--- config.mk ---
export PLATFORM = sky130hd
export DESIGN_NAME = ucs_sequencer
export DESIGN_NICKNAME = d
export VERILOG_FILES = /design/src/logic/ucs_pkg.sv /design/src/logic/ucs_fifo.sv /design/src/logic/ucs_sequencer.sv /design/src/logic/ucs_uart.sv
export VERILOG_INCLUDE_DIRS = /design/src /design/src/logic
export SDC_FILE = /design/constraint.sdc
export NUM_CORES = 1
export LEC_CHECK = 0
export BUFFER_PORTS_ARGS = -buffer_cell sky130_fd_sc_hd__buf_2
export CAP_MARGIN = 20
export CORE_MARGIN = 3
export CORE_UTILIZATION = 55
export DETAILED_ROUTE_END_ITERATION = 12
export HOLD_SLACK_MARGIN = 0.08
export PLACE_DENSITY = 0.85
export SLEW_MARGIN = 20
export SYNTH_ARGS = -nofsm -noshare
export SYNTH_HDL_FRONTEND = slang
export SYNTH_SLANG_ARGS = --single-unit
--- constraint.sdc ---
create_clock -name i_clk -period 6.15 [get_ports i_clk]
set_input_delay 0.615 -clock i_clk [delete_from_list [all_inputs] [get_ports i_clk]]
set_output_delay 0.615 -clock i_clk [all_outputs]
set_load 0.02 [all_outputs]
--- src/logic/ucs_cfg.svh ---
// constants for the uart command sequencer
`ifndef UCS_CFG_SVH
`define UCS_CFG_SVH
`define UCS_SYNC_BYTE 8'h55
`define UCS_CMD_RESET 8'h06
`define UCS_CMD_START 8'h08
`define UCS_CMD_SLEEP 8'h02
`define UCS_CMD_RDATA 8'h10
`define UCS_CMD_REGISTER_WRITE_CMD_HI 4'h4
`define UCS_CMD_REGISTER_READ_CMD_HI 4'h2
`define UCS_REG_COUNT 5
`define UCS_REG0_RESET 8'h00
`define UCS_REG1_RESET 8'h00
`define UCS_REG2_RESET 8'h00
`define UCS_REG3_RESET 8'h00
`define UCS_REG4_RESET 8'h00
`define UCS_MUX_POS 7:4
`define UCS_MUX_SHORT 4'hE
`define UCS_GAIN_POS 3:1
`define UCS_PGA_BYPASS_BIT 0
`define UCS_CONT_BIT 3
`define UCS_TS_BIT 0
`define UCS_DR_POS 7:5
`define UCS_RESULT_READY_FLAG_SEL_BIT 3
`define UCS_RESULT_READY_FLAG_DIR_BIT 6
`define UCS_BAUD_DIV 16'd100 // clocks per serial bit; host must match this fixed rate
`define UCS_CONV_CYC 24'd10000
`define UCS_RST_HOLD_CYC 16'd100
`define UCS_FIFO_DEPTH 16
`define UCS_FIFO_AW 4
`endif

--- src/logic/ucs_pkg.sv ---
// types for the uart command sequencer
package ucs_pkg;
    typedef enum logic [2:0] {
        ST_IDLE = 3'b000,
        ST_CMD = 3'b001,
        ST_WDATA = 3'b011,
        ST_RST = 3'b010,
        ST_RESP = 3'b110
    } ucs_state_type;
    typedef struct packed {
        logic [3:0] mux;
        logic [2:0] gain;
        logic pga_bypass;
    } ucs_input_cfg_type;
endpackage : ucs_pkg

--- src/logic/ucs_fifo.sv ---
// transmit byte fifo
`timescale 1ns/1ps
module ucs_fifo #(
    parameter int WIDTH = 8,
    parameter int DEPTH = 16,
    parameter int AW = 4
) (
    input wire logic i_clk,
    input wire logic i_rst_n,
    input wire logic i_clr,
    input wire logic i_valid,
    output logic o_ready,
    input wire logic [WIDTH-1:0] i_data,
    output logic o_valid,
    input wire logic i_ready,
    output logic [WIDTH-1:0] o_data
);
    logic [WIDTH-1:0] mem_q [DEPTH];
    logic [AW:0] wr_q;
    logic [AW:0] rd_q;
    logic full;
    logic empty;
    assign full = (wr_q[AW] != rd_q[AW]) && (wr_q[AW-1:0] == rd_q[AW-1:0]);
    assign empty = (wr_q == rd_q);
    assign o_ready = !full;
    assign o_valid = !empty;
    assign o_data = mem_q[rd_q[AW-1:0]];
    // storage writes, no reset needed on data
    always_ff @(posedge i_clk) begin
        if (i_valid && !full) begin
            mem_q[wr_q[AW-1:0]] <= i_data;
        end
    end
    // pointers, clear drops pending bytes
    always_ff @(posedge i_clk or negedge i_rst_n) begin
        if (!i_rst_n) begin
            wr_q <= '0;
            rd_q <= '0;
        end else if (i_clr) begin
            wr_q <= '0;
            rd_q <= '0;
        end else begin
            if (i_valid && !full) begin
                wr_q <= wr_q + 1'b1;
            end
            if (i_ready && !empty) begin
                rd_q <= rd_q + 1'b1;
            end
        end
    end
endmodule : ucs_fifo

--- src/logic/ucs_sequencer.sv ---
// command interpreter of the uart converter front end
`timescale 1ns/1ps
`include "ucs_cfg.svh"
// Summary of operation
// - serial framing is 8-N-1 both ways
// - byte 0x55 opens every command frame
// - 0x06 resets device; host waits afterwards
// - sync, 0x40 | r<<1, data writes register r
// - sync, 0x20 | r<<1 returns register r contents
// - 0x08 starts; continuous mode keeps converting
// - pin2 low when new result ready
// - sync, 0x10 returns result as two bytes
// - 0x02 stops conversions, enters sleep
// - input select 1110 shorts inputs mid-supply
// - temp sense bit selects internal sensor
// - reg0 0x0A: AIN0/AIN1, gain 32, amplifier on
// - reg1 0x08: 20 sps, continuous, internal ref
// - reg2 0x00: counter, check, burnout, current off
// - reg3 0x00: currents unrouted, manual read mode
// - reg4 0x48: pin2 becomes ready output
// - after reset pin2 is general input
module ucs_sequencer
    import ucs_pkg::*;
(
    input wire logic i_clk,
    input wire logic i_arst_n,
    input wire logic i_rx,
    output logic o_tx,
    input wire logic [15:0] i_sample,
    input wire logic i_pin2_in,
    output logic o_pin2_out,
    output logic o_pin2_oe_n,
    output logic o_sleep,
    output logic o_converting,
    output logic o_inputs_shorted,
    output logic o_temp_sense_select,
    output logic [3:0] o_input_select_field,
    output logic [2:0] o_gain_amplifier,
    output logic o_gain_amplifier_on,
    output logic [2:0] o_sample_rate_select,
    output logic o_result_ready_flag
);
    logic rst_s1_q;
    logic rst_n;
    ucs_state_type state_q;
    logic [7:0] regs_q [`UCS_REG_COUNT];
    logic [2:0] addr_q;
    logic [15:0] result_q;
    logic conv_on_q;
    logic [23:0] conv_cnt_q;
    logic [15:0] rst_cnt_q;
    logic soft_rst;
    logic rx_valid;
    logic [7:0] rx_data;
    logic push_valid;
    logic [7:0] push_data;
    logic push_ready;
    logic tx_valid;
    logic tx_ready;
    logic [7:0] tx_data;
    logic [1:0] resp_left_q;
    logic [15:0] resp_q;
    logic conv_done;
    ucs_input_cfg_type in_cfg;

    ////////////////////////////////////////////////////////////////////////////
    // reset release through two flops
    always_ff @(posedge i_clk or negedge i_arst_n) begin
        if (!i_arst_n) begin
            rst_s1_q <= 1'b0;
            rst_n <= 1'b0;
        end else begin
            rst_s1_q <= 1'b1;
            rst_n <= rst_s1_q;
        end
    end

    ucs_uart u_uart (
        .i_clk(i_clk),
        .i_rst_n(rst_n),
        .i_rx(i_rx),
        .o_rx_valid(rx_valid),
        .o_rx_data(rx_data),
        .i_tx_valid(tx_valid),
        .o_tx_ready(tx_ready),
        .i_tx_data(tx_data),
        .o_tx(o_tx)
    );

    // response bytes queue here; the command decoder stalls while it is full
    ucs_fifo #(.WIDTH(8), .DEPTH(`UCS_FIFO_DEPTH), .AW(`UCS_FIFO_AW)) u_fifo (
        .i_clk(i_clk),
        .i_rst_n(rst_n),
        .i_clr(soft_rst),
        .i_valid(push_valid),
        .o_ready(push_ready),
        .i_data(push_data),
        .o_valid(tx_valid),
        .i_ready(tx_ready),
        .o_data(tx_data)
    );

    ////////////////////////////////////////////////////////////////////////////
    // command decoder
    assign soft_rst = (state_q == ST_RST);
    assign push_valid = (state_q == ST_RESP);
    assign push_data = (resp_left_q == 2'd2) ? resp_q[15:8] : resp_q[7:0];

    always_ff @(posedge i_clk or negedge rst_n) begin
        if (!rst_n) begin
            state_q <= ST_IDLE;
            addr_q <= 3'h0;
            resp_q <= 16'h0000;
            resp_left_q <= 2'd0;
            rst_cnt_q <= 16'h0000;
        end else begin
            unique case (state_q)
                ST_IDLE: begin
                    if (rx_valid && rx_data == `UCS_SYNC_BYTE) begin
                        state_q <= ST_CMD;
                    end
                    // any other byte is dropped here
                end
                ST_CMD: begin
                    if (rx_valid) begin
                        addr_q <= rx_data[3:1]; // register index sits in opcode bits 3:1
                        state_q <= ST_IDLE;
                        if (rx_data == `UCS_CMD_RESET) begin
                            state_q <= ST_RST;
                            rst_cnt_q <= `UCS_RST_HOLD_CYC;
                        end else if (rx_data == `UCS_CMD_RDATA) begin
                            resp_q <= result_q;
                            resp_left_q <= 2'd2;
                            state_q <= ST_RESP;
                        end else if (rx_data[7:4] == `UCS_CMD_REGISTER_WRITE_CMD_HI) begin
                            state_q <= ST_WDATA;
                        end else if (rx_data[7:4] == `UCS_CMD_REGISTER_READ_CMD_HI) begin
                            // out-of-range reads return zero
                            resp_q <= {8'h00, (rx_data[3:1] < 3'd5) ? regs_q[rx_data[3:1]] : 8'h00};
                            resp_left_q <= 2'd1;
                            state_q <= ST_RESP;
                        end
                    end
                end
                ST_WDATA: begin
                    if (rx_valid) begin
                        state_q <= ST_IDLE;
                    end
                end
                ST_RST: begin
                    // received bytes ignored until the hold expires
                    if (rst_cnt_q == 16'h0000) begin
                        state_q <= ST_IDLE;
                    end else begin
                        rst_cnt_q <= rst_cnt_q - 16'h0001;
                    end
                end
                ST_RESP: begin
                    if (push_ready) begin
                        resp_left_q <= resp_left_q - 2'd1;
                        if (resp_left_q == 2'd1) begin
                            state_q <= ST_IDLE;
                        end
                    end
                end
                default: state_q <= ST_IDLE;
            endcase
        end
    end

    ////////////////////////////////////////////////////////////////////////////
    // configuration registers, register index is opcode bits 3:1
    always_ff @(posedge i_clk or negedge rst_n) begin
        if (!rst_n) begin
            regs_q[0] <= `UCS_REG0_RESET;
            regs_q[1] <= `UCS_REG1_RESET;
            regs_q[2] <= `UCS_REG2_RESET;
            regs_q[3] <= `UCS_REG3_RESET;
            regs_q[4] <= `UCS_REG4_RESET;
        end else if (soft_rst) begin
            regs_q[0] <= `UCS_REG0_RESET;
            regs_q[1] <= `UCS_REG1_RESET;
            regs_q[2] <= `UCS_REG2_RESET;
            regs_q[3] <= `UCS_REG3_RESET;
            regs_q[4] <= `UCS_REG4_RESET;
        end else if (state_q == ST_WDATA && rx_valid && addr_q < 3'd5) begin
            // indices past the last register drop the data byte
            regs_q[addr_q] <= rx_data;
        end
    end

    ////////////////////////////////////////////////////////////////////////////
    // conversion engine: fixed period stand-in for the modulator
    assign conv_done = conv_on_q && (conv_cnt_q == 24'h000000);

    always_ff @(posedge i_clk or negedge rst_n) begin
        if (!rst_n) begin
            conv_on_q <= 1'b0;
            conv_cnt_q <= 24'h000000;
            result_q <= 16'h0000;
            o_sleep <= 1'b0;
        end else if (soft_rst) begin
            conv_on_q <= 1'b0;
            o_sleep <= 1'b0;
        end else if (state_q == ST_CMD && rx_valid && rx_data == `UCS_CMD_SLEEP) begin
            conv_on_q <= 1'b0;
            o_sleep <= 1'b1;
        end else if (state_q == ST_CMD && rx_valid && rx_data == `UCS_CMD_START) begin
            conv_on_q <= 1'b1;
            o_sleep <= 1'b0;
            conv_cnt_q <= `UCS_CONV_CYC;
        end else if (conv_on_q) begin
            if (conv_done) begin
                result_q <= i_sample;
                conv_cnt_q <= `UCS_CONV_CYC;
                conv_on_q <= regs_q[1][`UCS_CONT_BIT]; // single shot stops
            end else begin
                conv_cnt_q <= conv_cnt_q - 24'h000001;
            end
        end
    end

    ////////////////////////////////////////////////////////////////////////////
    // ready flag: low on new result, high again once read
    always_ff @(posedge i_clk or negedge rst_n) begin
        if (!rst_n) begin
            o_result_ready_flag <= 1'b1;
        end else if (conv_done) begin
            o_result_ready_flag <= 1'b0; // set wins over clear
        end else if (soft_rst || (state_q == ST_CMD && rx_valid && rx_data == `UCS_CMD_RDATA)) begin
            o_result_ready_flag <= 1'b1;
        end
    end

    ////////////////////////////////////////////////////////////////////////////
    // analog control outputs decoded from registers
    assign in_cfg = regs_q[0];

    always_ff @(posedge i_clk or negedge rst_n) begin
        if (!rst_n) begin
            o_pin2_out <= 1'b1;
            o_pin2_oe_n <= 1'b1;
            o_converting <= 1'b0;
            o_inputs_shorted <= 1'b0;
            o_temp_sense_select <= 1'b0;
            o_input_select_field <= 4'h0;
            o_gain_amplifier <= 3'h0;
            o_gain_amplifier_on <= 1'b0;
            o_sample_rate_select <= 3'h0;
        end else begin
            // pin2 drives only when selected as ready output
            o_pin2_oe_n <= !regs_q[4][`UCS_RESULT_READY_FLAG_SEL_BIT];
            o_pin2_out <= o_result_ready_flag;
            o_converting <= conv_on_q;
            o_inputs_shorted <= (in_cfg.mux == `UCS_MUX_SHORT);
            o_temp_sense_select <= regs_q[1][`UCS_TS_BIT];
            o_input_select_field <= in_cfg.mux;
            o_gain_amplifier <= in_cfg.gain;
            o_gain_amplifier_on <= !in_cfg.pga_bypass;
            o_sample_rate_select <= regs_q[1][`UCS_DR_POS];
        end
    end

    ////////////////////////////////////////////////////////////////////////////
    // checks
    AST_SYNC_FIRST: assert property (@(posedge i_clk) disable iff (!rst_n)
        (state_q == ST_IDLE && rx_valid && rx_data != `UCS_SYNC_BYTE) |=> state_q == ST_IDLE)
        else $error("non-sync byte left idle");
    AST_SYNC_OPEN: assert property (@(posedge i_clk) disable iff (!rst_n)
        (state_q == ST_IDLE && rx_valid && rx_data == `UCS_SYNC_BYTE) |=> state_q == ST_CMD)
        else $error("sync byte not accepted");
    AST_RESET_CMD: assert property (@(posedge i_clk) disable iff (!rst_n)
        (state_q == ST_CMD && rx_valid && rx_data == `UCS_CMD_RESET) |=> ##1 !conv_on_q)
        else $error("reset command left conversion running");
    AST_WRITE: assert property (@(posedge i_clk) disable iff (!rst_n)
        (state_q == ST_WDATA && rx_valid && addr_q == 3'd0) |=> regs_q[0] == $past(rx_data))
        else $error("register write lost");
    AST_WRITE_PIN: assert property (@(posedge i_clk) disable iff (!rst_n)
        (state_q == ST_WDATA && rx_valid && addr_q == 3'd4) |=> regs_q[4] == $past(rx_data))
        else $error("pin function write lost");
    AST_READ: assert property (@(posedge i_clk) disable iff (!rst_n)
        (state_q == ST_CMD && rx_valid && rx_data[7:4] == `UCS_CMD_REGISTER_READ_CMD_HI) |=> state_q == ST_RESP)
        else $error("read did not respond");
    AST_START: assert property (@(posedge i_clk) disable iff (!rst_n)
        (state_q == ST_CMD && rx_valid && rx_data == `UCS_CMD_START) |=> conv_on_q ##1 o_converting)
        else $error("start did not begin conversion");
    AST_READY_LOW: assert property (@(posedge i_clk) disable iff (!rst_n)
        conv_done |=> !o_result_ready_flag ##1 (o_pin2_out == 1'b0))
        else $error("ready flag not low after result");
    AST_RDATA_TWO: assert property (@(posedge i_clk) disable iff (!rst_n)
        (state_q == ST_CMD && rx_valid && rx_data == `UCS_CMD_RDATA) |=> resp_left_q == 2'd2)
        else $error("data read not two bytes");
    AST_SLEEP: assert property (@(posedge i_clk) disable iff (!rst_n)
        (state_q == ST_CMD && rx_valid && rx_data == `UCS_CMD_SLEEP) |=> o_sleep && !conv_on_q)
        else $error("sleep command ignored");
    AST_SHORT: assert property (@(posedge i_clk) disable iff (!rst_n)
        (in_cfg.mux == `UCS_MUX_SHORT && $stable(in_cfg.mux)) |=> o_inputs_shorted)
        else $error("inputs not shorted");
    AST_PIN2_DEFAULT: assert property (@(posedge i_clk) disable iff (!rst_n)
        !regs_q[4][`UCS_RESULT_READY_FLAG_SEL_BIT] |=> o_pin2_oe_n)
        else $error("pin2 driven while not selected");
    COV_WRITE: cover property (@(posedge i_clk) state_q == ST_WDATA && rx_valid);
    COV_READ: cover property (@(posedge i_clk) state_q == ST_RESP && resp_left_q == 2'd1);
    COV_CONV: cover property (@(posedge i_clk) conv_done);
    COV_SLEEP: cover property (@(posedge i_clk) o_sleep);
endmodule : ucs_sequencer

--- src/logic/ucs_uart.sv ---
// 8-n-1 uart receiver and transmitter
`timescale 1ns/1ps
`include "ucs_cfg.svh"
module ucs_uart (
    input wire logic i_clk,
    input wire logic i_rst_n,
    input wire logic i_rx,
    output logic o_rx_valid,
    output logic [7:0] o_rx_data,
    input wire logic i_tx_valid,
    output logic o_tx_ready,
    input wire logic [7:0] i_tx_data,
    output logic o_tx
);
    logic [15:0] rx_cnt_q;
    logic [3:0] rx_bit_q;
    logic [8:0] rx_sh_q;
    logic rx_busy_q;
    logic [15:0] tx_cnt_q;
    logic [3:0] tx_bit_q;
    logic [9:0] tx_sh_q;
    // receiver: sample mid-bit, drop byte on bad stop bit
    always_ff @(posedge i_clk or negedge i_rst_n) begin
        if (!i_rst_n) begin
            rx_cnt_q <= 16'h0000;
            rx_bit_q <= 4'h0;
            rx_sh_q <= 9'h000;
            rx_busy_q <= 1'b0;
            o_rx_valid <= 1'b0;
            o_rx_data <= 8'h00;
        end else begin
            o_rx_valid <= 1'b0;
            if (!rx_busy_q) begin
                if (!i_rx) begin
                    rx_busy_q <= 1'b1;
                    rx_cnt_q <= `UCS_BAUD_DIV >> 1;
                    rx_bit_q <= 4'h0;
                end
            end else if (rx_cnt_q != 16'h0000) begin
                rx_cnt_q <= rx_cnt_q - 16'h0001;
            end else begin
                rx_cnt_q <= `UCS_BAUD_DIV - 16'h0001;
                rx_bit_q <= rx_bit_q + 4'h1;
                if (rx_bit_q == 4'h0) begin
                    if (i_rx) begin
                        rx_busy_q <= 1'b0; // glitch, not a start bit
                    end
                end else if (rx_bit_q == 4'h9) begin
                    rx_busy_q <= 1'b0;
                    o_rx_valid <= i_rx;
                    o_rx_data <= rx_sh_q[8:1];
                end else begin
                    rx_sh_q <= {i_rx, rx_sh_q[8:1]};
                end
            end
        end
    end
    assign o_tx_ready = (tx_bit_q == 4'h0);
    // transmitter: start, 8 data lsb first, one stop
    always_ff @(posedge i_clk or negedge i_rst_n) begin
        if (!i_rst_n) begin
            tx_cnt_q <= 16'h0000;
            tx_bit_q <= 4'h0;
            tx_sh_q <= 10'h3FF;
            o_tx <= 1'b1;
        end else if (tx_bit_q == 4'h0) begin
            if (i_tx_valid) begin
                tx_sh_q <= {1'b1, i_tx_data, 1'b0};
                tx_bit_q <= 4'hB; // extra cell keeps a full stop bit between bytes
                tx_cnt_q <= 16'h0000;
            end
        end else if (tx_cnt_q != 16'h0000) begin
            tx_cnt_q <= tx_cnt_q - 16'h0001;
        end else begin
            o_tx <= tx_sh_q[0];
            tx_sh_q <= {1'b1, tx_sh_q[9:1]};
            tx_bit_q <= tx_bit_q - 4'h1;
            tx_cnt_q <= `UCS_BAUD_DIV - 16'h0001;
        end
    end
endmodule : ucs_uart
## Word level (Yosys, flattened, before mapping)

Memory sizes are Yosys's and may differ from the RTL's.
Index checks and enable logic that the tools add are counted.

- Register bits after elaboration: 221
- Latch bits: 0
- Bits in writable memories: 128
- ROM bits: 0
- Output and inout bits: 19
- Logic and storage cells: 221
- Memories: 1

Memories:

| memory | words | bits a word | rd ports | clocked after Yosys merged registers in | write ports | line | RTL |
|---|---|---|---|---|---|---|---|
| u_fifo.mem_q | 16 | 8 | 1 | 0 | 1 | ucs_fifo.sv:18 | `logic [WIDTH-1:0] mem_q [DEPTH];` |

- Add/sub/neg operators: 9
- $mul: 0
- Div/mod/pow operators: 0
- Order comparisons: 5
- Equal/unequal tests: 34
- Shift-type cells: 0
- Multiplexer cells: 78
- Bitwise gates (word level): 11
- Reduce and logical (&&, ||, !) cells: 45

Operators with widths:

| operator | number |
|---|---|
| $mux W16 | 12 |
| $mux W40 | 2 |
| $mux W24 | 3 |
| $sub A16 B1 Y16 const B | 3 |
| $bwmux W40 | 1 |
| $mux W8 | 5 |
| $pmux W16 S2 | 1 |
| $reduce_bool A16 Y1 | 2 |
| $mux W10 | 3 |
| $mux W3 | 10 |
| $bmux W8 S3 | 1 |
| $demux W8 S3 | 1 |
| $logic_not A24 Y1 | 1 |
| $mux W4 | 6 |
| $sub A24 B1 Y24 const B | 1 |
| $mux W1 | 21 |
| $mux W5 | 4 |
| $logic_not A16 Y1 | 1 |
| $ne A2 B2 Y1 const B | 8 |
| $reduce_bool A2 Y1 | 8 |
| $pmux W3 S5 | 1 |
| $logic_and A1 B1 Y1 | 12 |
| $mux W2 | 6 |
| $ne A2 B1 Y1 const B | 6 |
| other kinds (37) | 63 |

## Logic depth before layout (Yosys ltp)

Gate-level depths: netlist of run 1.

- Word-level depth: 8
- Depth in mapped cells: 9

## By module

Synthesis of run 1 repeated with hierarchy kept, for this count alone.

- Cell total of the unflattened synthesis: 1249
- Area, all modules: 15842.7 µm²

By module, submodules not included:

| module | times used | cells an instance | area each (µm²) | sequential area each (µm²) |
|---|---|---|---|---|
| ucs_sequencer | 1 | 651 | 6877.8 | 3532.1 |
| ucs_fifo | 1 | 272 | 5637.9 | 4093.9 |
| ucs_uart | 1 | 326 | 3326.9 | 1714.1 |

## Worst setup path before layout of run 1

OpenSTA, ideal clock, no wires.

- Path type: reg-to-reg
- From: reg conv_cnt_q[16]
- To: reg result_q[10]
- Setup time: 0.125 ns
- Arrival time: 2.531 ns
- Required time: 6.025 ns
- Slack: 3.494 ns
- Stages on the path, launching flop included: 7
- Clock period less this slack: 2.656 ns
- Cell sequence: dfrtp_1 -> or4_4 -> or3_4 -> or3_4 -> nor4_4 -> buf_6 -> mux2_2

- Word-level cells in the longest chain between the ends: 3

Ends and longest elaborated chain:

| element | line | RTL |
|---|---|---|
| start, declared | ucs_sequencer.sv:50 | `logic [23:0] conv_cnt_q;` |
| start signal, assigned | ucs_sequencer.sv:211 | `` conv_cnt_q <= `UCS_CONV_CYC; `` |
| start signal, assigned | ucs_sequencer.sv:215 | `` conv_cnt_q <= `UCS_CONV_CYC; `` |
| start signal, assigned | ucs_sequencer.sv:218 | `conv_cnt_q <= conv_cnt_q - 24'h000001;` |
| $logic_not A24 Y1 | ucs_sequencer.sv:194 | `assign conv_done = conv_on_q && (conv_cnt_q == 24'h000000);` |
| $logic_and A1 B1 Y1 | ucs_sequencer.sv:194 |  |
| $reduce_and A5 Y1 (no source line) | n/a |  |
| end signal, assigned | ucs_sequencer.sv:214 | `result_q <= i_sample;` |
| end, declared | ucs_sequencer.sv:48 | `logic [15:0] result_q;` |

Every way passes these cells.
A chain may end at the register's enable or synchronous reset.

## Worst setup path in the final report of run 1

- From: reg u_fifo.rd_q[0]
- To: reg u_uart.tx_sh_q[4]

- Word-level cells in the longest chain between the ends: 3
- Elaborated cells on any way between the ends: 6
- Those cells by class: eq/ne (2); mux (2); reduce/logical (1); memory (1)

Ends and longest elaborated chain:

| element | line | RTL |
|---|---|---|
| start, declared | ucs_fifo.sv:20 | `logic [AW:0] rd_q;` |
| start signal, assigned | ucs_fifo.sv:47 | `rd_q <= rd_q + 1'b1;` |
| $mem_v2 Z16 W8 / $eq A5 B5 Y1 (equally long branches) | n/a |  |
| $mux W10 / $ne A2 B2 Y1 (equally long branches) | n/a |  |
| $mux W10 / $reduce_and A2 Y1 (equally long branches) | n/a |  |
| end signal, assigned | ucs_uart.sv:68 | `tx_sh_q <= {1'b1, i_tx_data, 1'b0};` |
| end signal, assigned | ucs_uart.sv:76 | `tx_sh_q <= {1'b1, tx_sh_q[9:1]};` |
| end, declared | ucs_uart.sv:21 | `logic [9:0] tx_sh_q;` |

Parallel ways exist; a longest one is shown, timed or not. The select of a mux whose other input is x is not followed.

==> impl_metrics.env, run 1 <==
export IMPL_cp_data_required_time_ns=6.59
export IMPL_cts_tree="yes"
export IMPL_synth_compound_area_share_pct=7.99
export IMPL_path_clk_slew_ns=0.07
export IMPL_grt_pass1_vias=10156
export IMPL_ctsResizeCount=0
export IMPL_p_clk_share_pct=47.3
export IMPL_period_minus_slack_ns=3.21
export IMPL_antenna_cells=0
export IMPL_synthDominantCellAreaShare_pct=33.1
export IMPL_arrival_ns=3.65
export IMPL_vdd_ir_drop_max_mv=0.215
export IMPL_final_cells=1620
export IMPL_synthSimpleGateAreaFrac_pct=12.6
export IMPL_preCtsSetupSlack_ns=3.01
export IMPL_via_per_inst=6.25
export IMPL_io_pins=39
export IMPL_syn2layout_area_growth_pct=11.6
export IMPL_comb_power_share_pct=0.9
export IMPL_p_per_area_nw_per_um2=266
export IMPL_drc=0
export IMPL_power_leakage_nw=6.73
export IMPL_cts_root_buf="clkbuf_16"
export IMPL_routed_wl_um=33200
export IMPL_core_um2=27400
export IMPL_synth_cells=1192
export IMPL_seq_area_um2=9350
export IMPL_worst_slack_ns=2.94
export IMPL_grt_start_max_net_pins=139
export IMPL_seq_area_frac_synth_pct=59.9
export IMPL_synthMuxAreaShare_pct=14.2
export IMPL_ys_dominant_reg_cell="dfrtp_1"
export IMPL_syn_avg_cell_area_um2=13.1
export IMPL_power_total_mw=4.63
export IMPL_cp_num_buf_inv=1
export IMPL_wl_met1_um=13200
export IMPL_placedCellCount=1556
export IMPL_worstSetupPathType="reg2reg"
export IMPL_hold_class="reg2async"
export IMPL_yosysTopAreaCell="dfrtp_1"
export IMPL_dp_hpwl_um=20900
export IMPL_setup_violations=0
export IMPL_die_x_um=174
export IMPL_async_reset_ff_share_pct=63.1
export IMPL_cp_cell_sequence="buf_4 > xnor2_1 > nand4_1 > nor3_1 > nor2_1 > mux2_2"
export IMPL_htree_levels=2
export IMPL_avgRoutedWirePerCell_um=20.5
export IMPL_gp_congestion=0.831
export IMPL_synth_top_family_by_area="multiplexers"
export IMPL_numCtsBuffers=36
export IMPL_endpoint_kind="flop"
export IMPL_wl_met3_um=1780
export IMPL_cts_setup_buffers=0
export IMPL_synth_seq_cells=347
export IMPL_syn_nets=1231
export IMPL_skew_ns=0.0327
export IMPL_p_seq_share_pct=51.8
export IMPL_numPortBuffers=37
export IMPL_synth_common_cells="dfrtp_1, edfxtp_1, nor2_1"
export IMPL_syn_area_um2=15600
export IMPL_start_kind="flop"
export IMPL_clk_path_buf_depth=3
export IMPL_wl_met2_um=17300
export IMPL_synth_most_common_cell="dfrtp_1"
export IMPL_grt_remaining_overflow=0
export IMPL_maxCapViolCount=0
export IMPL_intPower_mw=3.70
export IMPL_fill_cells=1926
export IMPL_nets=1263
export IMPL_initial_core_util_pct=56.9
export IMPL_crit_family="simple AND/OR/NAND/NOR gates"
export IMPL_rsz0062_at_grt="no"
export IMPL_max_freq_ghz=0.312
export IMPL_die_area_um2=30400
export IMPL_highest_layer="met4"
export IMPL_insertion_delay_ns=0.53
export IMPL_drv_slew=0
export IMPL_vias=10131
export IMPL_switchingPower_mw=0.927
export IMPL_ant_nets=0
export IMPL_worst_pin_slew_ns=1.08
export IMPL_clock_sinks=347
export IMPL_cpPeakStageDelay_ns=0.85
export IMPL_slew_headroom_pct=27.2
export IMPL_antenna_found_initial=0
export IMPL_crit_fanout=36
export IMPL_rows=60
export IMPL_grt_use_total_pct=21.9
export IMPL_status="completed"
export IMPL_hold_viol=0
export IMPL_firstDrtPassIters=5
export IMPL_setup_tns_ns=0
export IMPL_die_height_um=174
export IMPL_first_iter_violations=841
export IMPL_swShare_pct=20.0
export IMPL_synthTopCellsByArea="dfrtp_1, edfxtp_1, mux4_2"
export IMPL_synth_fa_ha_area_share_pct=1.53
export IMPL_multi_input_area_um2=5910
export IMPL_crit_slowest_cell="nor3_1"
export IMPL_grt_first_pass_wirelength_um=54000
export IMPL_yosys_warnings=0
export IMPL_synth_edf_count=128
export IMPL_layout_drive_gt1_share_pct=22.0
export IMPL_synth_xor_area_share_pct=1.46
export IMPL_fin_crit_sh_pct=52.2
export IMPL_synthDistinctLibCells=77
==> metal layers <==
| metal | vias to the layer above | global-route usage (%) |
|---|---|---|
| li1 | 4534 | - |
| met4 | 0 | 6.60 |
| met5 | - | 0 |
| met1 | 5166 | 29.1 |
| met2 | 360 | 37.8 |
| met3 | 71 | 3.08 |
==> timing repair <==
action	4_1_cts	5_1_grt
hold endpoints to repair	2	0
setup endpoints to repair	0	0
hold buffers	1	0
==> cell usage in the layout, fill, tap and decap left out, types with 6 or more instances in the layout <==
master        n
o31ai_1      14
a21o_1        6
mux2i_1      60
and3_1        7
xnor2_1      17
or4_1        14
xor2_1        9
o21ai_0      54
clkbuf_16    36
nor3_1       26
buf_4        16
clkinvlp_4    6
o41ai_1       6
dfstp_2      13
dfrtp_1     204
nor4_1       18
nand2b_1      8
o211ai_1      9
nand4_1      16
nor2_1       96
a21oi_1      32
mux4_2       42
a31oi_1      10
a21bo_2       8
inv_1        28
nand2_1      66
nor3b_1      12
a22o_1        9
buf_2        38
ha_1         19
nand3_1      21
edfxtp_1    128
mux2_2       59
or2_2         7
or3_1        20
==> power groups by stage <==
| stage | clock network, mW | registers [mW] | logic, mW |
|---|---|---|---|
| after global placement | 0 | 2.45 | 0.0310 |
| after global routing | 2.31 | 2.40 | 0.0460 |
| after detailed placement | 0 | 2.45 | 0.0319 |
| after CTS | 2.22 | 2.41 | 0.0323 |
| final | 2.19 | 2.40 | 0.0398 |
| after floorplan | 0 | 2.46 | 0.00524 |
==> flip-flops by register name, summed over array words and instances (netlist names), 4 cells and up <==
name / flops
result_q: 16
o_input_select_field: 4
rst_cnt_q: 16
u_fifo.mem_q: 128
u_uart.rx_sh_q: 8
u_uart.rx_cnt_q: 16
u_fifo.wr_q: 5
u_uart.o_rx_data: 8
in_cfg: 8
u_uart.tx_sh_q: 9
u_uart.rx_bit_q: 4
regs_q: 32
u_uart.tx_cnt_q: 16
resp_q: 16
u_uart.tx_bit_q: 4
conv_cnt_q: 24
u_fifo.rd_q: 5
==> path summary, 6_finish.rpt <==
kind | from | end | slack [ns] | cells after the start
worst max-delay path | u_fifo.rd_q[0]$_DFFE_PN0P_ | u_uart.tx_sh_q[4]$_DFFE_PN1P_ | 2.94 | 6
worst min-delay path | rst_n$_DFF_PN0_ | result_q[6]$_DFFE_PN0P_ | 0.23 | 0
worst max register to register | u_fifo.rd_q[0]$_DFFE_PN0P_ | u_uart.tx_sh_q[4]$_DFFE_PN1P_ | 2.94 | 6
worst min register to register | rst_n$_DFF_PN0_ | result_q[6]$_DFFE_PN0P_ | 0.23 | 0
max in group asynchronous | rst_n$_DFF_PN0_ | conv_cnt_q[15]$_DFFE_PN0P_ | 4.86 | 1
min in group i_clk | i_sample[4] | result_q[4]$_DFFE_PN0P_ | 0.32 | 2
==> logic make-up after synthesis <==
| group | after synthesis |
|---|---|
| AOI/OAI and AO/OA | 185 |
| xor gates and xnor gates | 26 |
| adders and majority gates | 19 |
| buffers and inverters | 92 |
| DFF | 347 |
| muxes | 161 |
| other | 1 |
| and+or+nand+nor | 361 |
==> cell type report <==
type,count,area share (%)
Clock inverter,17,1.26
Inverter,29,0.626
Tap cell,372,2.68
Clock buffer,45,5.60
Timing Repair Buffer,57,2.11
Multi-Input combinational cell,753,34.0
Sequential cell,347,53.7
==> per-stage QoR <==
| step | utilization (%) | instance area, um2 | hold WS (ns) |
|---|---|---|---|
| floorplan | - | 15600 | 0.319 |
| global placement | 59.0 | 16200 | 0.341 |
| detailed placement | 59.0 | 16200 | 0.340 |
| CTS | 63.4 | 17400 | 0.314 |
| global route | 63.5 | 17400 | 0.250 |
| finish | 63.5 | 17400 | 0.228 |
(Power assumes the default switching activity.)
==> run 2, diff against run 1 <==
--- a/config.mk
+++ b/config.mk
@@ -12,7 +12,7 @@
 export CORE_UTILIZATION = 55
 export DETAILED_ROUTE_END_ITERATION = 12
 export HOLD_SLACK_MARGIN = 0.08
-export PLACE_DENSITY = 0.85
+export PLACE_DENSITY = 0.83
 export SLEW_MARGIN = 20
 export SYNTH_ARGS = -nofsm -noshare
 export SYNTH_HDL_FRONTEND = slang
==> constraint.sdc (replaced) <==
create_clock -name i_clk -period 3.2 [get_ports i_clk]
set_input_delay 0.32 -clock i_clk [delete_from_list [all_inputs] [get_ports i_clk]]
set_output_delay 0.32 -clock i_clk [all_outputs]
set_load 0.02 [all_outputs]
==> impl_metrics.env, run 2 (synthesized netlist as in run 1, its figures left out) <==
export IMPL_gp_congestion=0.821
export IMPL_avgRoutedWirePerCell_um=21.3
export IMPL_hold_class="in2async"
export IMPL_path_clk_slew_ns=0.06
export IMPL_insertion_delay_ns=0.53
export IMPL_fin_crit_sh_pct=88.9
export IMPL_grt_first_pass_wirelength_um=57200
export IMPL_cts_root_buf="clkbuf_16"
export IMPL_worst_hold_slack_ns=0.105
export IMPL_grt_pass1_vias=10557
export IMPL_endpoint_kind="flop"
export IMPL_largest_register_ffs=128
export IMPL_top_usage_layer="met2"
export IMPL_routed_wl_um=35400
export IMPL_clock_sinks=347
export IMPL_status="completed"
export IMPL_grt_util_met1_pct=30.1
export IMPL_setup_violations=0
export IMPL_die_height_um=174
export IMPL_ant_nets=0
export IMPL_worst_pin_slew_ns=1.02
export IMPL_start_kind="flop"
export IMPL_multi_input_area_um2=5910
export IMPL_rows=60
export IMPL_p_per_area_nw_per_um2=510
export IMPL_clk_path_buf_depth=3
export IMPL_grt_util_met3_pct=4.35
export IMPL_slew_headroom_pct=31.8
export IMPL_worstSetupPathType="reg2reg"
export IMPL_cts_tree="yes"
export IMPL_io_pins=39
export IMPL_drc=0
export IMPL_antenna_found_initial=0
export IMPL_via_per_inst=6.25
export IMPL_firstDrtPassIters=6
export IMPL_grt_use_total_pct=23.5
export IMPL_fill_cells=1853
export IMPL_hold_viol=0
export IMPL_htree_levels=2
export IMPL_crit_fanout=12
export IMPL_initial_core_util_pct=56.9
export IMPL_cp_data_required_time_ns=3.64
export IMPL_die_area_um2=30400
export IMPL_numCtsBuffers=36
export IMPL_power_total_mw=9.07
export IMPL_grt_start_max_net_pins=80
export IMPL_first_iter_violations=1106
export IMPL_antenna_cells=0
export IMPL_numPortBuffers=37
export IMPL_core_um2=27400
export IMPL_rsz0062_at_grt="no"
export IMPL_dp_hpwl_um=22200
export IMPL_die_x_um=174
export IMPL_period_minus_slack_ns=2.85
export IMPL_syn2layout_area_growth_pct=14.1
export IMPL_maxCapViolCount=0
export IMPL_met2_usage_pct=40.7
export IMPL_seq_area_um2=9350
export IMPL_setup_tns_ns=0
export IMPL_vdd_ir_drop_max_mv=0.394
export IMPL_postLayoutCoreUtil_pct=64.9
export IMPL_drv_slew=0
export IMPL_grt_remaining_overflow=0
export IMPL_layout_drive_gt1_share_pct=22.8
export IMPL_vias=10382
export IMPL_layout_commonest_cell="dfrtp_1"
export IMPL_final_cell_mix="dfrtp_1, edfxtp_1, nor2_1, nand2_1, mux2i_1"
export IMPL_power_leakage_nw=6.96
export IMPL_skew_ns=0.0210
export IMPL_nets=1302
export IMPL_max_freq_ghz=0.351
export IMPL_arrival_ns=3.28
-- run 2: changes by cell type in the layout (fill, tap and decap cells not counted), moves of 2 or more --
| cell | delta |
|---|---|
| buf_12 | +2 |
| buf_4 | +22 |
| clkinv_1 | +5 |
| clkinvlp_4 | -5 |
| dlygate4sd3_1 | +17 |
-- run 2: final cells by class --
type / count / area share (%)
clock buffer: 45 / 5.54
tap: 372 / 2.62
timing repair buffer: 96 / 4.00
sequential: 347 / 52.5
clock inverter: 20 / 1.46
multi-input combinational: 753 / 33.2
inverter: 29 / 0.612
-- run 2: where the power goes --
part	switching, mW	leakage, nW	internal (mW)	total [mW]
clock	1.74	0.607	2.62	4.36
combinational	0.0605	2.72	0.0364	0.0970
sequential	0.0141	3.64	4.60	4.61
total	1.82	6.96	7.25	9.07
-- run 2: worst paths after layout --
| check | startpoint | end | slack (ns) | cells past startpoint |
|---|---|---|---|---|
| setup / recovery | u_uart.o_rx_data[4]$_DFFE_PN0P_ | conv_cnt_q[21]$_DFFE_PN0P_ | 0.35 | 5 |
| hold / removal | i_arst_n | rst_n$_DFF_PN0_ | 0.10 | 2 |
| setup reg to reg | u_uart.o_rx_data[4]$_DFFE_PN0P_ | conv_cnt_q[21]$_DFFE_PN0P_ | 0.35 | 5 |
| hold reg to reg | rst_n$_DFF_PN0_ | conv_cnt_q[13]$_DFFE_PN0P_ | 0.24 | 0 |
| max in group asynchronous | rst_n$_DFF_PN0_ | u_uart.tx_sh_q[4]$_DFFE_PN1P_ | 2.19 | 1 |
| min in group i_clk | rst_s1_q$_DFF_PN0_ | rst_n$_DFF_PN0_ | 0.35 | 0 |
-- run 2: repair_timing --
action                                 CTS  global route
setup endpoints to repair                0             0
hold buffers                            18             0
endpoints found under the hold margin   19             0
setup buffers                            0             0
gates resized for setup                  0             0
-- run 2: metal layers --
layer | wire, um | vias up | share of wire [%]
met2 | 18200 | 354 | 51
li1 | - | 4634 | -
met5 | 0 | - | 0
met1 | 14100 | 5314 | 40
met4 | 1030 | 0 | 2.9
met3 | 2070 | 80 | 5.9
-- run 2: critical path, stage by stage (launching register included) --
cell and delay, ns:
dfrtp_1 0.47, nor3b_1 0.45, a41oi_1 0.34, or3_1 0.61, or4b_2 0.70, a21oi_1 0.19
-- run 2: stage by stage --
step	area [um2]	setup WS [ns]	std cells
floorplan	15600	0.544	1192
global placement	16400	0.503	1579
detailed placement	16400	0.459	1579
CTS	17800	0.399	1662
global route	17800	0.274	1662
finish	17800	0.354	1662
==> run 3, diff against run 2 <==
--- a/config.mk
+++ b/config.mk
@@ -11,7 +11,7 @@
 export CORE_MARGIN = 3
 export CORE_UTILIZATION = 55
 export DETAILED_ROUTE_END_ITERATION = 12
-export HOLD_SLACK_MARGIN = 0.08
+export HOLD_SLACK_MARGIN = 0.15
 export PLACE_DENSITY = 0.83
 export SLEW_MARGIN = 20
 export SYNTH_ARGS = -nofsm -noshare
==> constraint.sdc (replaced) <==
create_clock -name i_clk -period 3.6 [get_ports i_clk]
set_input_delay 0.36 -clock i_clk [delete_from_list [all_inputs] [get_ports i_clk]]
set_output_delay 0.36 -clock i_clk [all_outputs]
set_load 0.02 [all_outputs]
==> impl_metrics.env, run 3 (synthesized netlist as in run 1, its figures left out) <==
export IMPL_status="completed"
export IMPL_grt_start_max_net_pins=94
export IMPL_worst_slack_ns=0.770
export IMPL_layout_drive_gt1_share_pct=21.8
export IMPL_crit_fanout=19
export IMPL_dp_hpwl_um=20900
export IMPL_swShare_pct=20.3
export IMPL_comb_power_share_pct=1.0
export IMPL_numCtsBuffers=36
export IMPL_avgRoutedWirePerCell_um=20.4
export IMPL_worst_pin_slew_ns=1.07
export IMPL_core_um2=27400
export IMPL_first_iter_violations=948
export IMPL_cts_root_buf="clkbuf_16"
export IMPL_slew_headroom_pct=27.7
export IMPL_firstDrtPassIters=5
export IMPL_antenna_found_initial=0
export IMPL_clk_path_buf_depth=3
export IMPL_preCtsSetupSlack_ns=0.812
export IMPL_arrival_ns=2.99
export IMPL_setup_tns_ns=0
export IMPL_syn2layout_area_growth_pct=13.0
export IMPL_cp_cell_sequence="xnor2_1 > nand4_1 > o21a_1 > nor2b_1 > and3b_1"
export IMPL_antenna_cells=0
export IMPL_io_pins=39
export IMPL_max_freq_ghz=0.353
export IMPL_maxCapViolCount=0
export IMPL_largest_register_ffs=128
export IMPL_setup_violations=0
export IMPL_cts_tree="yes"
export IMPL_hold_class="reg2reg"
export IMPL_grt_use_total_pct=22.1
export IMPL_ant_nets=0
export IMPL_rows=60
export IMPL_drv_slew=0
export IMPL_via_per_inst=6.15
export IMPL_die_x_um=174
export IMPL_p_per_area_nw_per_um2=445
export IMPL_switchingPower_mw=1.59
export IMPL_period_minus_slack_ns=2.83
export IMPL_vias=10153
export IMPL_path_clk_slew_ns=0.06
export IMPL_intPower_mw=6.24
export IMPL_vdd_ir_drop_max_mv=0.355
export IMPL_grt_first_pass_wirelength_um=54700
export IMPL_clock_sinks=347
export IMPL_grt_pass1_vias=10283
export IMPL_drc=0
export IMPL_initial_core_util_pct=56.9
export IMPL_p_clk_share_pct=46.6
export IMPL_insertion_delay_ns=0.52
export IMPL_ctsResizeCount=0
export IMPL_cts_setup_buffers=0
export IMPL_endpoint_kind="flop"
export IMPL_rsz0062_at_grt="no"
export IMPL_nets=1290
export IMPL_die_area_um2=30400
export IMPL_cpPeakStageDelay_ns=0.64
export IMPL_grt_remaining_overflow=0
export IMPL_die_height_um=174
export IMPL_routed_wl_um=33700
export IMPL_hold_viol=0
export IMPL_p_seq_share_pct=52.4
export IMPL_numPortBuffers=37
export IMPL_layout_commonest_cell="dfrtp_1"
export IMPL_power_leakage_nw=6.86
export IMPL_crit_slowest_cell="dfrtp_1"
export IMPL_fill_cells=1891
export IMPL_crit_family="simple AND/OR/NAND/NOR gates"
export IMPL_gp_congestion=0.822
export IMPL_worstSetupPathType="reg2reg"
export IMPL_start_kind="flop"
export IMPL_fin_crit_sh_pct=78.6
export IMPL_final_cell_mix="dfrtp_1, edfxtp_1, nor2_1, nand2_1, mux2i_1"
export IMPL_htree_levels=2
export IMPL_cp_num_buf_inv=0
export IMPL_cp_data_required_time_ns=3.76
export IMPL_skew_ns=0.0182
==> run 3: cell types whose count changed in the layout (fill, tap and decap cells not counted), sizes merged, moves of 3 or more <==
cell,change
buf,-13
clkbuf,+8
clkinv,-5
bufinv,-3
==> run 3: final timing paths <==
kind	slack (ns)	cells past startpoint	startpoint	endpoint
max	0.77	5	u_fifo.wr_q[3]$_DFFE_PN0P_	u_fifo.mem_q[3][6]$_DFFE_PP_
min reg2reg	0.35	0	rst_s1_q$_DFF_PN0_	rst_n$_DFF_PN0_
max in group asynchronous	2.24	1	rst_n$_DFF_PN0_	o_pin2_out$_DFF_PN1_
min	0.35	0	rst_s1_q$_DFF_PN0_	rst_n$_DFF_PN0_
max reg2reg	0.77	5	u_fifo.wr_q[3]$_DFFE_PN0P_	u_fifo.mem_q[3][6]$_DFFE_PP_
min in group asynchronous	0.39	0	rst_n$_DFF_PN0_	u_uart.tx_cnt_q[10]$_DFFE_PN0P_
==> run 3: worst register-to-register path: stages (launching register included) <==
cell,delay (ns)
dfrtp_1,0.64
xnor2_1,0.13
nand4_1,0.34
o21a_1,0.36
nor2b_1,0.41
and3b_1,0.59
==> run 3: timing repair <==
item,CTS,global route
hold endpoints to repair,20,0
hold buffers,19,0
endpoints found under the setup margin,0,0
==> run 3: cell type report <==
cell class / instances / area, um2 / area share [%]
Clock buffer: 53 / 1010 / 5.76
Inverter: 29 / 109 / 0.618
Multi-Input combinational cell: 753 / 5910 / 33.6
Clock inverter: 12 / 148 / 0.839
Sequential cell: 347 / 9350 / 53.1
Tap cell: 372 / 465 / 2.64
Timing Repair Buffer: 84 / 611 / 3.47
==> run 3: routing by layer <==
layer | global-route usage [%] | vias to the layer above | part of all wire [%]
li1 | - | 4608 | -
met1 | 29.5 | 5147 | 42
met2 | 38.0 | 329 | 51
met3 | 3.04 | 69 | 4.8
met4 | 6.87 | 0 | 2.5
met5 | 0 | - | 0
==> run 3: metrics by stage <==
stage,area (um2),std cells,total power [mW],hold WS [ns],util (%)
finish,17600,1650,7.84,0.352,64.2
global route,17600,1650,8.06,0.368,64.2
CTS,17600,1650,7.89,0.359,64.2
detailed placement,16200,1566,4.24,0.146,59.3
global placement,16200,1566,4.24,0.145,59.3
floorplan,15600,1192,4.21,0.0644,-
==> run 3: power by group through the flow <==
stage	clock [mW]	combinational, mW	sequential [mW]
finish	3.66	0.0778	4.11
global route	3.87	0.0881	4.10
CTS	3.70	0.0803	4.11
detailed placement	0	0.0637	4.18
global placement	0	0.0617	4.18
floorplan	0	0.00896	4.20
